$ cat config.mk
export PLATFORM = sky130hd
export DESIGN_NAME = gdm_gpio_drive
export DESIGN_NICKNAME = d
export VERILOG_FILES = /design/src/gdm_pkg.sv /design/src/gdm_gpio_drive.sv
export VERILOG_INCLUDE_DIRS = /design/src
export SDC_FILE = /design/constraint.sdc
export NUM_CORES = 1
export LEC_CHECK = 0
export BUFFER_PORTS_ARGS = -buffer_cell sky130_fd_sc_hd__buf_2
export CAP_MARGIN = 30
export CELL_PAD_IN_SITES_DETAIL_PLACEMENT = 1
export CELL_PAD_IN_SITES_GLOBAL_PLACEMENT = 2
export CORE_MARGIN = 1.5
export CORE_UTILIZATION = 33
export DETAILED_ROUTE_END_ITERATION = 7
export GPL_ROUTABILITY_DRIVEN = 1
export GPL_TIMING_DRIVEN = 0
export MAX_ROUTING_LAYER = met4
export PLACE_DENSITY = 0.79
export RECOVER_POWER = 25
export SLEW_MARGIN = 25
export SYNTH_ARGS = -nofsm -noshare
export SYNTH_HDL_FRONTEND = slang
export SYNTH_SLANG_ARGS = --single-unit
$ cat constraint.sdc
create_clock -name clk -period 4.07 [get_ports clk]
set_input_delay 1.221 -clock clk [delete_from_list [all_inputs] [get_ports clk]]
set_output_delay 1.221 -clock clk [all_outputs]
set_load 0.005 [all_outputs]
$ cat src/gdm_params.svh
`ifndef GDM_PARAMS_SVH
`define GDM_PARAMS_SVH
// ==========================================================================
// Register addresses
`define GDM_ADDR_ROW_DATA     8'hC0
`define GDM_ADDR_OD_ENABLE    8'hE4
`define GDM_ADDR_OD_SELECT    8'hE5
// ==========================================================================
// Field positions
`define GDM_MASK_MSB          15
`define GDM_MASK_LSB          8
`define GDM_DATA_MSB          7
`define GDM_DATA_LSB          0
`define GDM_CFG_MSB           3
`define GDM_CFG_LSB           0
// ==========================================================================
// Reset values
`define GDM_RST_ROW_DATA      16'h0000
`define GDM_RST_OD_ENABLE     4'h8
`define GDM_RST_OD_SELECT     4'h0
`endif

$ cat src/gdm_pkg.sv
`default_nettype none
// ==========================================================================
// Types
package gdm_pkg;
  typedef struct packed {
    logic [7:0]  addr;
    logic        wr;
    logic        rd;
    logic [15:0] wdata;
  } gdm_req_t;
  typedef struct packed {
    logic [3:0] out;
    logic [3:0] oe_n;
  } gdm_pad_t;
endpackage : gdm_pkg
`default_nettype wire

$ cat src/gdm_gpio_drive.sv
`include "gdm_params.svh"
`default_nettype none
module gdm_gpio_drive (
  input  wire logic             clk,
  input  wire logic             rst,
  input  wire gdm_pkg::gdm_req_t req,
  output var  logic [15:0]      rdata,
  input  wire logic [7:0]       row_dir_out,
  input  wire logic [7:0]       matrix_row_pin_in,
  output var  logic [7:0]       matrix_row_pin_out,
  output var  logic [7:0]       matrix_row_pin_oe_n,
  input  wire logic [3:0]       col_dir_out,
  input  wire logic [3:0]       col_data,
  output var  gdm_pkg::gdm_pad_t matrix_column_pin
);
  // ========================================================================
  // Input synchroniser
  logic [7:0] row_meta_ff;
  logic [7:0] row_sync_ff;
  always_ff @(posedge clk or posedge rst) begin
    if (rst) begin
      row_meta_ff <= 8'h00;
      row_sync_ff <= 8'h00;
    end else begin
      row_meta_ff <= matrix_row_pin_in;
      row_sync_ff <= row_meta_ff;
    end
  end
  // ========================================================================
  // Registers
  logic [15:0] row_pin_data_and_mask_ff;
  logic [3:0]  drain_only_enable_ff;
  logic [3:0]  drain_source_choice_ff;
  // One address compare serves both the write strobes and the read mux,
  // so a write and a read of the same offset can never disagree.
  function automatic logic reg_hit(input logic [7:0] addr, input logic [7:0] slot);
    return addr == slot;
  endfunction

  wire         sel_data      = reg_hit(req.addr, `GDM_ADDR_ROW_DATA);
  wire         sel_drain_en  = reg_hit(req.addr, `GDM_ADDR_OD_ENABLE);
  wire         sel_drain_sel = reg_hit(req.addr, `GDM_ADDR_OD_SELECT);
  wire         hit_data      = req.wr && sel_data;
  wire         hit_drain_en  = req.wr && sel_drain_en;
  wire         hit_drain_sel = req.wr && sel_drain_sel;
  always_ff @(posedge clk or posedge rst) begin
    if (rst) begin
      row_pin_data_and_mask_ff <= `GDM_RST_ROW_DATA;
      drain_only_enable_ff     <= `GDM_RST_OD_ENABLE;
      drain_source_choice_ff   <= `GDM_RST_OD_SELECT;
    end else begin
      if (hit_data)
        row_pin_data_and_mask_ff <= req.wdata;
      if (hit_drain_en)
        drain_only_enable_ff <= req.wdata[`GDM_CFG_MSB:`GDM_CFG_LSB];
      if (hit_drain_sel)
        drain_source_choice_ff <= req.wdata[`GDM_CFG_MSB:`GDM_CFG_LSB];
    end
  end
  // ========================================================================
  // Read path and pin drive
  wire [7:0] row_mask = row_pin_data_and_mask_ff[`GDM_MASK_MSB:`GDM_MASK_LSB];
  wire [7:0] row_data = row_pin_data_and_mask_ff[`GDM_DATA_MSB:`GDM_DATA_LSB];
  // Input pins show the masked level, output pins their stored value.
  wire [7:0] row_view = (row_dir_out & row_data) | (~row_dir_out & row_sync_ff & row_mask);
  wire [15:0] nxt_rdata =
    sel_data      ? {row_mask, row_view} :
    sel_drain_en  ? {12'h000, drain_only_enable_ff} :
    sel_drain_sel ? {12'h000, drain_source_choice_ff} : 16'h0000;
  // A masked-off output pin floats rather than drive a stale value.
  wire [7:0] nxt_row_out  = row_data & row_mask;
  wire [7:0] nxt_row_oe_n = ~(row_dir_out & row_mask);
  // Each upper column pin has its own driver stage. An open-drain pin only
  // ever turns on the one transistor that its select bit names.
  wire [3:0] nxt_col_out;
  wire [3:0] nxt_col_oe_n;
  for (genvar g = 0; g < 4; g++) begin : g_col
    wire push_pull = !drain_only_enable_ff[g];
    wire low_only  = drain_only_enable_ff[g] && !drain_source_choice_ff[g];
    wire high_only = drain_only_enable_ff[g] && drain_source_choice_ff[g];
    assign nxt_col_out[g]  = col_data[g];
    assign nxt_col_oe_n[g] = ~(col_dir_out[g] &
                               (push_pull | (low_only & ~col_data[g]) | (high_only & col_data[g])));
  end : g_col
  always_ff @(posedge clk or posedge rst) begin
    if (rst) begin
      rdata                  <= 16'h0000;
      matrix_row_pin_out     <= 8'h00;
      matrix_row_pin_oe_n    <= 8'hFF;
      matrix_column_pin.out  <= 4'h0;
      matrix_column_pin.oe_n <= 4'hF;
    end else begin
      if (req.rd)
        rdata <= nxt_rdata;
      matrix_row_pin_out     <= nxt_row_out;
      matrix_row_pin_oe_n    <= nxt_row_oe_n;
      matrix_column_pin.out  <= nxt_col_out;
      matrix_column_pin.oe_n <= nxt_col_oe_n;
    end
  end
endmodule // gdm_gpio_drive
`default_nettype wire

Word-level counts from Yosys, hierarchy flattened
Index checks and enable logic that the tools add are counted.
{"block": "op_classes", "reduce_logical": 19, "eq_ne": 3, "muxes": 3, "n_bitwise": 36}
{"op": "$and 8x8->8", "n": 5}
{"op": "$eq 8x8->1 const B", "n": 3}
{"op": "$mux 16", "n": 1}
{"op": "$not 8->8", "n": 2}
{"op": "$and 1x1->1", "n": 12}
{"op": "$logic_and 1x1->1", "n": 11}
{"op": "$logic_not 1->1", "n": 8}
{"op": "$mux 4", "n": 2}
{"op": "$not 1->1", "n": 8}
{"op": "$or 1x1->1", "n": 8}
{"op": "$or 8x8->8", "n": 1}
{"block": "word_totals", "regBits": 80, "elab_cells": 71, "in_bits": 52, "out_inout_bits": 40}

Depth between registers and ports, before layout
Gate-level depths: netlist of the first run.
{"block": "depth", "ltp_word": 7, "mapped_depth": 5, "ltp_nobuf": 4}

Worst setup path before layout of the first run
OpenSTA, ideal clock, no wires.
{"block": "synth_path", "kind": "input port to flip-flop", "start": "in req[20] in the netlist's numbering", "end": "reg row_pin_data_and_mask_ff[0]", "path_stages": 5, "arrival_time_ns": 2.596, "setup_slack_ns": 1.349, "n_path_buf": 1, "setup_ns": 0.125, "required_ns": 3.945, "path_cell_list": "or4_4 > nor3_4 > nand4_4 > buf_6 > mux2_4"}
{"block": "synth_between", "elab_chain_cells": 2}
{"element": "start: declaration", "line_no": "gdm_gpio_drive.sv:6", "source": "input wire gdm_pkg::gdm_req_t req,"}
{"element": "$eq 8x8->1", "line_no": "gdm_gpio_drive.sv:37", "source": "return addr == slot;"}
{"element": "$logic_and 1x1->1", "line_no": "gdm_gpio_drive.sv:43", "source": "wire hit_data = req.wr && sel_data;"}
{"element": "end signal: assignment", "line_no": "gdm_gpio_drive.sv:48", "source": "row_pin_data_and_mask_ff <= `GDM_RST_ROW_DATA;"}
{"element": "end signal: assignment", "line_no": "gdm_gpio_drive.sv:53", "source": "row_pin_data_and_mask_ff <= req.wdata;"}
{"element": "end: declaration", "line_no": "gdm_gpio_drive.sv:31", "source": "logic [15:0] row_pin_data_and_mask_ff;"}
No other way between the ends.
A chain may end at the register's enable or synchronous reset.

Final worst setup path of the first run
{"block": "layout_path", "start": "in req[22] in the netlist's numbering", "end": "reg drain_source_choice_ff[3]"}
{"block": "layout_between", "elab_chain_cells": 2}
{"element": "$eq 8x8->1", "line_no": "gdm_gpio_drive.sv:37"}
{"element": "$logic_and 1x1->1", "line_no": "gdm_gpio_drive.sv:45", "source": "wire hit_drain_sel = req.wr && sel_drain_sel;"}
{"element": "end signal: assignment", "line_no": "gdm_gpio_drive.sv:50", "source": "drain_source_choice_ff <= `GDM_RST_OD_SELECT;"}
{"element": "end signal: assignment", "line_no": "gdm_gpio_drive.sv:57", "source": "drain_source_choice_ff <= req.wdata[`GDM_CFG_MSB:`GDM_CFG_LSB];"}
{"element": "end: declaration", "line_no": "gdm_gpio_drive.sv:33", "source": "logic [3:0] drain_source_choice_ff;"}
No other way between the ends.

==> results of run 1 <==
-- cell usage in the layout (no fill, tap or decap), types with 5 or more instances in the layout --
cell type  synthesis  layout
nand2_1           45      45
dfstp_2           13      13
o21ai_0            8       8
dfrtp_1           67      67
mux2_4            10      10
inv_1              6       5
clkbuf_8           0      10
clkbuf_1           4      19
nand3_1            5       5
mux2_2            14      14
and2_0             0       7
a211oi_1           8       8
buf_2              1      79
o2bb2ai_1          8       8
-- area by class of cell --
cell class	instances	area, um^2
timing repair buffer	91	462.9
inverter	6	23.77
multi-input combinational	128	935.9
fill	955	4917
buffer	6	31.28
clock buffer	13	148.9
tap	108	135.1
sequential	80	2018
clock inverter	3	90.09
-- cells by family after synthesis --
kind of cell | count (synthesis) | synth area share
buffers and inverters | 12 | 0.01788
AOI/OAI and AO/OA | 32 | 0.07820
xor gates and xnor gates | 4 | 0.01165
muxes | 24 | 0.1023
and+or+nand+nor | 68 | 0.1190
DFF | 80 | 0.6710
-- worst reg2reg max path, delay by kind of cell, from the launching register on --
family | cells | cell delay, ps
compound gates | 3 | 480
flops | 1 | 540
-- per-layer routing --
metal | routed length, um | vias up
li1 | - | 962
met2 | 3394 | 60
met3 | 334 | 9
met1 | 3000 | 1043
met4 | 114 | 0
met5 | 0 | -
-- worst paths after layout --
check,from,to,slack (ps),depth (start not counted)
max,req[22],drain_source_choice_ff[3]$_DFFE_PP0P_,1350,6
min,row_meta_ff[5]$_DFF_PP0_,row_sync_ff[5]$_DFF_PP0_,340,0
max reg2reg,drain_only_enable_ff[3]$_DFFE_PP1P_,rdata[3]$_DFFE_PP0P_,2990,3
min reg2reg,row_meta_ff[5]$_DFF_PP0_,row_sync_ff[5]$_DFF_PP0_,340,0
max in group asynchronous,rst,matrix_column_pin[0]$_DFF_PP1_,1900,3
min in group asynchronous,rst,rdata[14]$_DFFE_PP0P_,1280,2
-- stage by stage --
stage	hold WS, ps	power [mW]	instance area (um^2)	utilization	setup TNS (ps)
after floorplan	331.2	0.8956	3008	-	0
after global placement	332.8	0.9481	3593	0.4101	-9456
after detailed placement	335.8	0.9558	3623	0.4135	0
after CTS	353.5	1.663	3862	0.4407	0
after global routing	372.8	1.707	3846	0.4389	0
final	344.9	1.638	3846	0.4389	0
-- power by group --
part           internal (mW)  switching (mW)  total, mW
clock network          0.426           0.276      0.702
registers              0.825          0.0150      0.840
logic                 0.0432          0.0529     0.0962
-- synth_stat cells (all sizes together), types with 5 or more instances --
master	n
nand3	5
o21ai	8
o2bb2ai	8
and2	8
dfrtp	67
nand2	45
a211oi	8
dfstp	13
inv	6
mux2	24
-- registers in the layout (all words and copies together) (netlist names), 8 cells and up --
signal,cells
rdata,16
row_pin_data_and_mask_ff,16
matrix_column_pin,8
matrix_row_pin_oe_n,8
matrix_row_pin_out,8
row_meta_ff,8
row_sync_ff,8
==> flow_metrics.env, run 1 <==
export IMPL_status="finished, violations left"
export IMPL_violations="max-capacitance violations, max-slew violations"
export IMPL_viasPerCell=4.768
export IMPL_peakVddDrop_v=0.0001925
export IMPL_area_growth_pct=27.87
export IMPL_drtIter0Drc=37
export IMPL_critPathMaxFanout=9
export IMPL_wl_per_cell_um=15.73
export IMPL_grt_pass1_vias=2181
export IMPL_drv_cap=1
export IMPL_wl_um=6844
export IMPL_synthArstFlopShare=1.000
export IMPL_dieArea_mm2=0.009696
export IMPL_start_util=0.3432
export IMPL_crit_slowest_cell="nor3b_1"
export IMPL_worst_pin_slew_ps=1682
export IMPL_postSynthAreaPerCell_um2=13.67
export IMPL_hpwl_um=4945
export IMPL_crit_chain="buf_2 > and4bb_2 > buf_2 > nand4_1 > nor3b_1 > mux2_2"
export IMPL_end_kind="flop"
export IMPL_slew_headroom=-0.1276
export IMPL_diodes=0
export IMPL_dr_pass1_iters=4
export IMPL_post_cts_resized=0
export IMPL_yosys_area_top_type="dfrtp_1"
export IMPL_track_usage=0.1546
export IMPL_cts_tree="done"
export IMPL_gr_total_overflow=0
export IMPL_gr_usage_met3=0.04610
export IMPL_gp_congestion=0.7463
export IMPL_place_ws_ps=940.8
export IMPL_antenna_found_initial=0
export IMPL_cp_start_kind="primary input"
export IMPL_setup_ws_ps=1349
export IMPL_fp_dieH_um=98.47
export IMPL_met1_usage=0.1914
export IMPL_top_usage_layer="met2"
export IMPL_synth_ff_type="dfrtp_1"
export IMPL_drive_above_1_share=0.4190
export IMPL_syn_num_nets=272
export IMPL_pin_count=92
export IMPL_critical_path_buf_inv_count=2
export IMPL_cp_common_cell="buf_2"
export IMPL_layoutNonFillerInstCount=435
export IMPL_cts_setup_buffers=0
export IMPL_yosysSeqAreaShare=0.6710
export IMPL_met2_usage=0.2455
export IMPL_p_leak_nw=1.836
export IMPL_cts_hold_buffers_added=0
export IMPL_ant_nets=0
export IMPL_fin_crit_ps=2721
export IMPL_fin_skew_ps=10.71
export IMPL_design_core_area_mm2=0.008763
export IMPL_dp_cells=419
export IMPL_cts_buffers=9
export IMPL_clk_pin_slew_worst_paths_ps=80
export IMPL_synth_edf_count=0
export IMPL_yosysWarnings=0
export IMPL_vias=2074
export IMPL_p_per_area_mw_per_mm2=425.9
export IMPL_synthTopCellsByArea="dfrtp_1, dfstp_2, nand2_1, mux2_2, mux2_4"
export IMPL_drv_slew=36
export IMPL_ys_types=27
export IMPL_ys_ff_latch=80
export IMPL_cts_path_max_buffers=2
export IMPL_synth_area_mm2=0.003008
export IMPL_hold_viol=0
export IMPL_grt_max_degree=46
export IMPL_min_path_type="flop to flop"
export IMPL_slowest_delay_ps=610
export IMPL_max_freq_mhz=367.5
export IMPL_nNetsFinal=374
export IMPL_cts_max_level=3
export IMPL_crit_arrival_ps=2950
export IMPL_path_delay_family="simple AND/OR/NAND/NOR gates"
export IMPL_die_w_um=98.47
export IMPL_rsz0062_at_grt="false"
export IMPL_clock_sinks=80
export IMPL_setup_viol=0
export IMPL_yosys_area_top_type_share=0.5574
export IMPL_drc=0
export IMPL_clk_latency_ps=350
export IMPL_cts_root_buf="clkbuf_8"
export IMPL_synthCells=220
export IMPL_critPathKind="primary input to flop"
export IMPL_critPathRequiredTime_ps=4300
export IMPL_row_count=34
export IMPL_grt_pass1_wl_um=11110
export IMPL_io_buffers=90
export IMPL_period_share=0.6685
No activity file was read; power rests on OpenSTA's default activity.
==> inputs of run 2 (changes only) <==
--- a/config.mk
+++ b/config.mk
@@ -11,12 +11,12 @@
 export CELL_PAD_IN_SITES_DETAIL_PLACEMENT = 1
 export CELL_PAD_IN_SITES_GLOBAL_PLACEMENT = 2
 export CORE_MARGIN = 1.5
-export CORE_UTILIZATION = 33
+export CORE_UTILIZATION = 30
 export DETAILED_ROUTE_END_ITERATION = 7
 export GPL_ROUTABILITY_DRIVEN = 1
 export GPL_TIMING_DRIVEN = 0
 export MAX_ROUTING_LAYER = met4
-export PLACE_DENSITY = 0.79
+export PLACE_DENSITY = 0.76
 export RECOVER_POWER = 25
 export SLEW_MARGIN = 25
 export SYNTH_ARGS = -nofsm -noshare
==> constraint.sdc (replaced) <==
create_clock -name clk -period 2.4 [get_ports clk]
set_input_delay 0.72 -clock clk [delete_from_list [all_inputs] [get_ports clk]]
set_output_delay 0.72 -clock clk [all_outputs]
set_load 0.005 [all_outputs]
==> run 2 against run 1 <==
The flow now finishes without violations. Critical endpoint is now rdata[0]$_DFFE_PP0P_. First-iteration DRC count is 30% lower. Cell count is 6.0% higher. Worst hold slack better by 6.7 ps. Worst setup slack worse by 1200 ps. Sequential power is 69% higher. Sequential share of layout area is 0.72 points lower. Flip-flop and latch count stayed put. Clock skew is 6.7 ps higher.
==> flow_metrics.env, run 2 (synthesized netlist as in run 1, its figures left out) <==
export IMPL_fin_util=0.4008
export IMPL_min_path_type="flop to flop"
export IMPL_dp_cells=445
export IMPL_tns_ps=0
export IMPL_cts_buffers=9
export IMPL_cp_startpoint="req[20]"
export IMPL_gr_total_overflow=0
export IMPL_cts_path_max_buffers=2
export IMPL_track_usage=0.1485
export IMPL_fin_skew_ps=17.41
export IMPL_design_core_area_mm2=0.009729
export IMPL_start_util=0.3092
export IMPL_r2r_start="drain_only_enable_ff[1]$_DFFE_PP0P_"
export IMPL_dr_pass1_iters=4
export IMPL_cts_hold_buffers_added=0
export IMPL_end_kind="flop"
export IMPL_clk_latency_ps=350
export IMPL_gp_congestion=0.7566
export IMPL_io_buffers=90
export IMPL_grt_pass1_wl_um=11230
export IMPL_grt_pass1_vias=2173
export IMPL_drv_slew=0
export IMPL_wl_um=7101
export IMPL_drtIter0Drc=26
export IMPL_vias=2058
export IMPL_p_per_area_mw_per_mm2=710.8
export IMPL_hpwl_um=5223
export IMPL_max_freq_mhz=447.3
export IMPL_final_area_mm2=0.003900
export IMPL_placed_cell_area_mm2=0.003669
export IMPL_row_count=36
export IMPL_grt_max_degree=31
export IMPL_p_leak_nw=1.856
export IMPL_cts_root_buf="clkbuf_8"
export IMPL_nNetsFinal=375
export IMPL_setup_ws_ps=164.2
export IMPL_drc=0
export IMPL_drv_cap=0
export IMPL_wl_per_cell_um=15.40
export IMPL_layoutNonFillerInstCount=461
export IMPL_timing_hold_ws_ps=351.6
export IMPL_slew_headroom=0.2370
export IMPL_antenna_found_initial=0
export IMPL_period_share=0.9316
export IMPL_ant_nets=0
export IMPL_mostFrequentLayoutCell="buf_2"
export IMPL_critPathMaxFanout=8
export IMPL_min_from="row_meta_ff[6]$_DFF_PP0_"
export IMPL_fp_dieH_um=103.1
export IMPL_place_ws_ps=-273.9
export IMPL_slowest_delay_ps=620
export IMPL_largestRegisters="rdata x16, row_pin_data_and_mask_ff x16"
export IMPL_clock_sinks=80
export IMPL_rsz0062_at_grt="false"
export IMPL_critPathRequiredTime_ps=2640
export IMPL_power_mw=2.772
export IMPL_cp_start_kind="primary input"
export IMPL_peakVddDrop_v=0.0003093
export IMPL_hold_viol=0
export IMPL_clk_pin_slew_worst_paths_ps=80
export IMPL_final_cell_mix="buf_2, dfrtp_1, nand2_1"
export IMPL_cts_max_level=3
export IMPL_area_growth_pct=29.66
export IMPL_viasPerCell=4.464
export IMPL_cts_tree="done"
export IMPL_crit_chain="buf_2 > or4_4 > nor4_4 > o211ai_1 > a22o_1"
export IMPL_setup_viol=0
export IMPL_crit_slowest_cell="nor4_4"
export IMPL_pin_count=92
export IMPL_dieArea_mm2=0.01064
export IMPL_status="complete, no violations"
export IMPL_fin_crit_ps=2236
export IMPL_crit_arrival_ps=2470
export IMPL_diodes=0
export IMPL_critPathKind="primary input to flop"
export IMPL_worst_pin_slew_ps=1138
export IMPL_drive_above_1_share=0.4421
export IMPL_die_w_um=103.1
[run 2: metal layers]
metal | wire length (um) | up-vias | GRT usage
met1 | 3195 | 1017 | 0.1927
met2 | 3431 | 58 | 0.2247
li1 | - | 970 | -
met4 | 167 | 0 | 0.06549
met3 | 307 | 13 | 0.03119
met5 | 0 | - | -
[run 2: report_power, final]
group | internal (mW) | switching [mW] | total (mW) | leakage [nW]
Clock | 0.694 | 0.485 | 1.18 | 0.114
Combinational | 0.0765 | 0.0920 | 0.168 | 0.721
Sequential | 1.40 | 0.0264 | 1.42 | 1.02
Total | 2.17 | 0.603 | 2.77 | 1.86
[run 2: layout make-up]
type | count | area (um^2)
tap | 133 | 166.4
timing repair buffer | 92 | 481.7
sequential | 80 | 2018
fill | 1078 | 5829
inverter | 6 | 23.77
multi-input combinational | 128 | 940.9
clock inverter | 5 | 106.4
clock buffer | 11 | 131.4
buffer | 6 | 31.28
[run 2: worst paths after layout]
| check | endpoint | slack [ps] | depth (start not counted) |
|---|---|---|---|
| setup / recovery | rdata[0]$_DFFE_PP0P_ | 160 | 5 |
| hold / removal | row_sync_ff[6]$_DFF_PP0_ | 350 | 0 |
| setup reg to reg | rdata[1]$_DFFE_PP0P_ | 1330 | 3 |
| hold reg to reg | row_sync_ff[6]$_DFF_PP0_ | 350 | 0 |
| max in group asynchronous | matrix_row_pin_oe_n[1]$_DFF_PP1_ | 1070 | 3 |
| min in group asynchronous | matrix_row_pin_out[4]$_DFF_PP0_ | 580 | 2 |
[run 2: timing repair]
item	in CTS	in global routing
gates resized for setup	0	1
setup endpoints to repair	0	4
buffers inserted	0	0
[run 2: critical path, delay by kind of cell]
kind                   cells  cell delay (ps)
AND/OR/NAND/NOR            2             1190
AO/OA/AOI/OAI              2              450
buffers and inverters      1              110
==> inputs of run 3 (changes only) <==
--- a/config.mk
+++ b/config.mk
@@ -11,13 +11,14 @@
 export CELL_PAD_IN_SITES_DETAIL_PLACEMENT = 1
 export CELL_PAD_IN_SITES_GLOBAL_PLACEMENT = 2
 export CORE_MARGIN = 1.5
-export CORE_UTILIZATION = 30
+export CORE_UTILIZATION = 36
 export DETAILED_ROUTE_END_ITERATION = 7
 export GPL_ROUTABILITY_DRIVEN = 1
 export GPL_TIMING_DRIVEN = 0
 export MAX_ROUTING_LAYER = met4
-export PLACE_DENSITY = 0.76
+export PLACE_DENSITY = 0.85
 export RECOVER_POWER = 25
+export REMOVE_ABC_BUFFERS = 1
 export SLEW_MARGIN = 25
 export SYNTH_ARGS = -nofsm -noshare
 export SYNTH_HDL_FRONTEND = slang
==> constraint.sdc (replaced) <==
create_clock -name clk -period 2.7 [get_ports clk]
set_input_delay 0.81 -clock clk [delete_from_list [all_inputs] [get_ports clk]]
set_output_delay 0.81 -clock clk [all_outputs]
set_load 0.005 [all_outputs]
==> run 3 against run 2 <==
The run now ends with max-capacitance violations, max-slew violations left. Utilization increased by 6.7 points. First-iteration DRC count increased to 2.5 times the previous value. Worst setup slack improved by 200 ps. Sequential share of layout area increased by 1.3 points. Design area decreased by 2.4%. Routed wire length decreased by 5.7%.
==> flow_metrics.env, run 3 (synthesized netlist as in run 1, its figures left out) <==
export IMPL_critPathRequiredTime_ps=2930
export IMPL_rsz0062_at_grt="false"
export IMPL_mostFrequentLayoutCell="buf_2"
export IMPL_hpwl_um=4747
export IMPL_fin_crit_ps=2336
export IMPL_drc=0
export IMPL_drv_slew=39
export IMPL_viasPerCell=4.768
export IMPL_critPathKind="primary input to flop"
export IMPL_post_cts_resized=0
export IMPL_slew_headroom=-0.1669
export IMPL_io_buffers=91
export IMPL_critPathMaxFanout=9
export IMPL_die_w_um=94.41
export IMPL_grt_max_degree=43
export IMPL_nNetsFinal=369
export IMPL_final_cell_mix="buf_2, dfrtp_1, nand2_1"
export IMPL_setup_ws_ps=364.0
export IMPL_gp_congestion=0.6851
export IMPL_ant_nets=0
export IMPL_pin_count=92
export IMPL_place_ws_ps=-10.18
export IMPL_cts_buffers=9
export IMPL_antenna_found_initial=0
export IMPL_largestRegisters="rdata x16, row_pin_data_and_mask_ff x16"
export IMPL_clk_latency_ps=350
export IMPL_wl_per_cell_um=15.68
export IMPL_drv_cap=1
export IMPL_cts_path_max_buffers=2
export IMPL_grt_pass1_vias=2081
export IMPL_slowest_delay_ps=650
export IMPL_fp_dieH_um=94.41
export IMPL_setup_viol=0
export IMPL_gr_total_overflow=0
export IMPL_hold_viol=0
export IMPL_peakVddDrop_v=0.0002663
export IMPL_row_count=33
export IMPL_p_per_area_mw_per_mm2=642.5
export IMPL_start_util=0.3698
export IMPL_drive_above_1_share=0.4255
export IMPL_end_kind="flop"
export IMPL_tns_ps=0
export IMPL_design_core_area_mm2=0.008134
export IMPL_fin_skew_ps=11.20
export IMPL_rrSetupSlack_ps=1590
export IMPL_r2r_end="rdata[3]$_DFFE_PP0P_"
export IMPL_cts_hold_buffers_added=0
export IMPL_wl_um=6696
export IMPL_track_usage=0.1668
export IMPL_cts_max_level=3
export IMPL_rr_worst_depth=3
export IMPL_grt_pass1_wl_um=10650
export IMPL_dr_pass1_iters=4
export IMPL_status="finished, violations left"
export IMPL_worst_pin_slew_ps=1741
export IMPL_cp_start_kind="primary input"
export IMPL_area_growth_pct=26.54
export IMPL_r2r_start="drain_only_enable_ff[3]$_DFFE_PP1P_"
export IMPL_vias=2036
export IMPL_cp_startpoint="req[22]"
export IMPL_p_leak_nw=1.815
export IMPL_clock_sinks=80
export IMPL_timing_hold_ws_ps=350.9
export IMPL_fin_util=0.4679
export IMPL_crit_chain="buf_2 > and4bb_2 > nand4_1 > nor3b_1 > mux2_2"
export IMPL_drtIter0Drc=65
export IMPL_min_path_type="flop to flop"
export IMPL_cts_setup_buffers=0
export IMPL_crit_arrival_ps=2560
export IMPL_clk_pin_slew_worst_paths_ps=80
export IMPL_cts_root_buf="clkbuf_8"
export IMPL_max_freq_mhz=428.1
export IMPL_setup_worst_path_end="drain_source_choice_ff[2]$_DFFE_PP0P_"
export IMPL_diodes=0
export IMPL_crit_slowest_cell="nor3b_1"
export IMPL_violations="max-capacitance violations, max-slew violations"
export IMPL_power_mw=2.445
export IMPL_period_share=0.8652
export IMPL_cts_tree="done"
export IMPL_dieArea_mm2=0.008912
==> run 3: cell types whose count changed in the layout (fill, tap and decap cells not counted), sizes merged <==
cell	previous run	this run
clkinvlp	2	3
buf	87	80
clkinv	1	0
clkbuf	22	23
==> run 3: per-layer routing <==
layer  share of wire  GRT usage
met1            0.44     0.2093
met2            0.49     0.2614
met3           0.053    0.04348
met4           0.015    0.05970
met5               0          -
==> run 3: worst max-delay path: cells and delay by family <==
kind          cells  cell delay, ps
buf+inv           1             110
mux               1             420
simple gates      3            1220
==> run 3: how the worst min path moves through the flow <==
stage          depth (start not counted)                      from                  endpoint  slack, ps
6_report                               0  row_meta_ff[4]$_DFF_PP0_  row_sync_ff[4]$_DFF_PP0_        350
5_1_grt                                0  row_meta_ff[3]$_DFF_PP0_  row_sync_ff[3]$_DFF_PP0_        360
4_1_cts                                0  row_meta_ff[4]$_DFF_PP0_  row_sync_ff[4]$_DFF_PP0_        350
3_5_place_dp                           0  row_meta_ff[4]$_DFF_PP0_  row_sync_ff[4]$_DFF_PP0_        340
3_3_place_gp                           0  row_meta_ff[2]$_DFF_PP0_  row_sync_ff[2]$_DFF_PP0_        330
2_1_floorplan                          0  row_meta_ff[0]$_DFF_PP0_  row_sync_ff[0]$_DFF_PP0_        330
==> run 3: final cells by class <==
type	instances	area, um^2
clock buffers	11	131.4
clock inverters	5	105.1
fillers	899	4328
inverters	6	23.77
multi-input cells	128	935.9
flip-flops and latches	80	2018
well taps	105	131.4
repair buffers	92	460.4
==> run 3: metrics by stage <==
step,std cells,instance area (um^2)
floorplan,214,2977
global placement,410,3563
detailed placement,411,3586
CTS,427,3822
global route,427,3806
finish,427,3806
==> run 3: power by group <==
group | switching (mW) | internal, mW | leakage [nW]
logic | 0.0780 | 0.0630 | 0.683
clock network | 0.423 | 0.615 | 0.110
registers | 0.0228 | 1.24 | 1.02
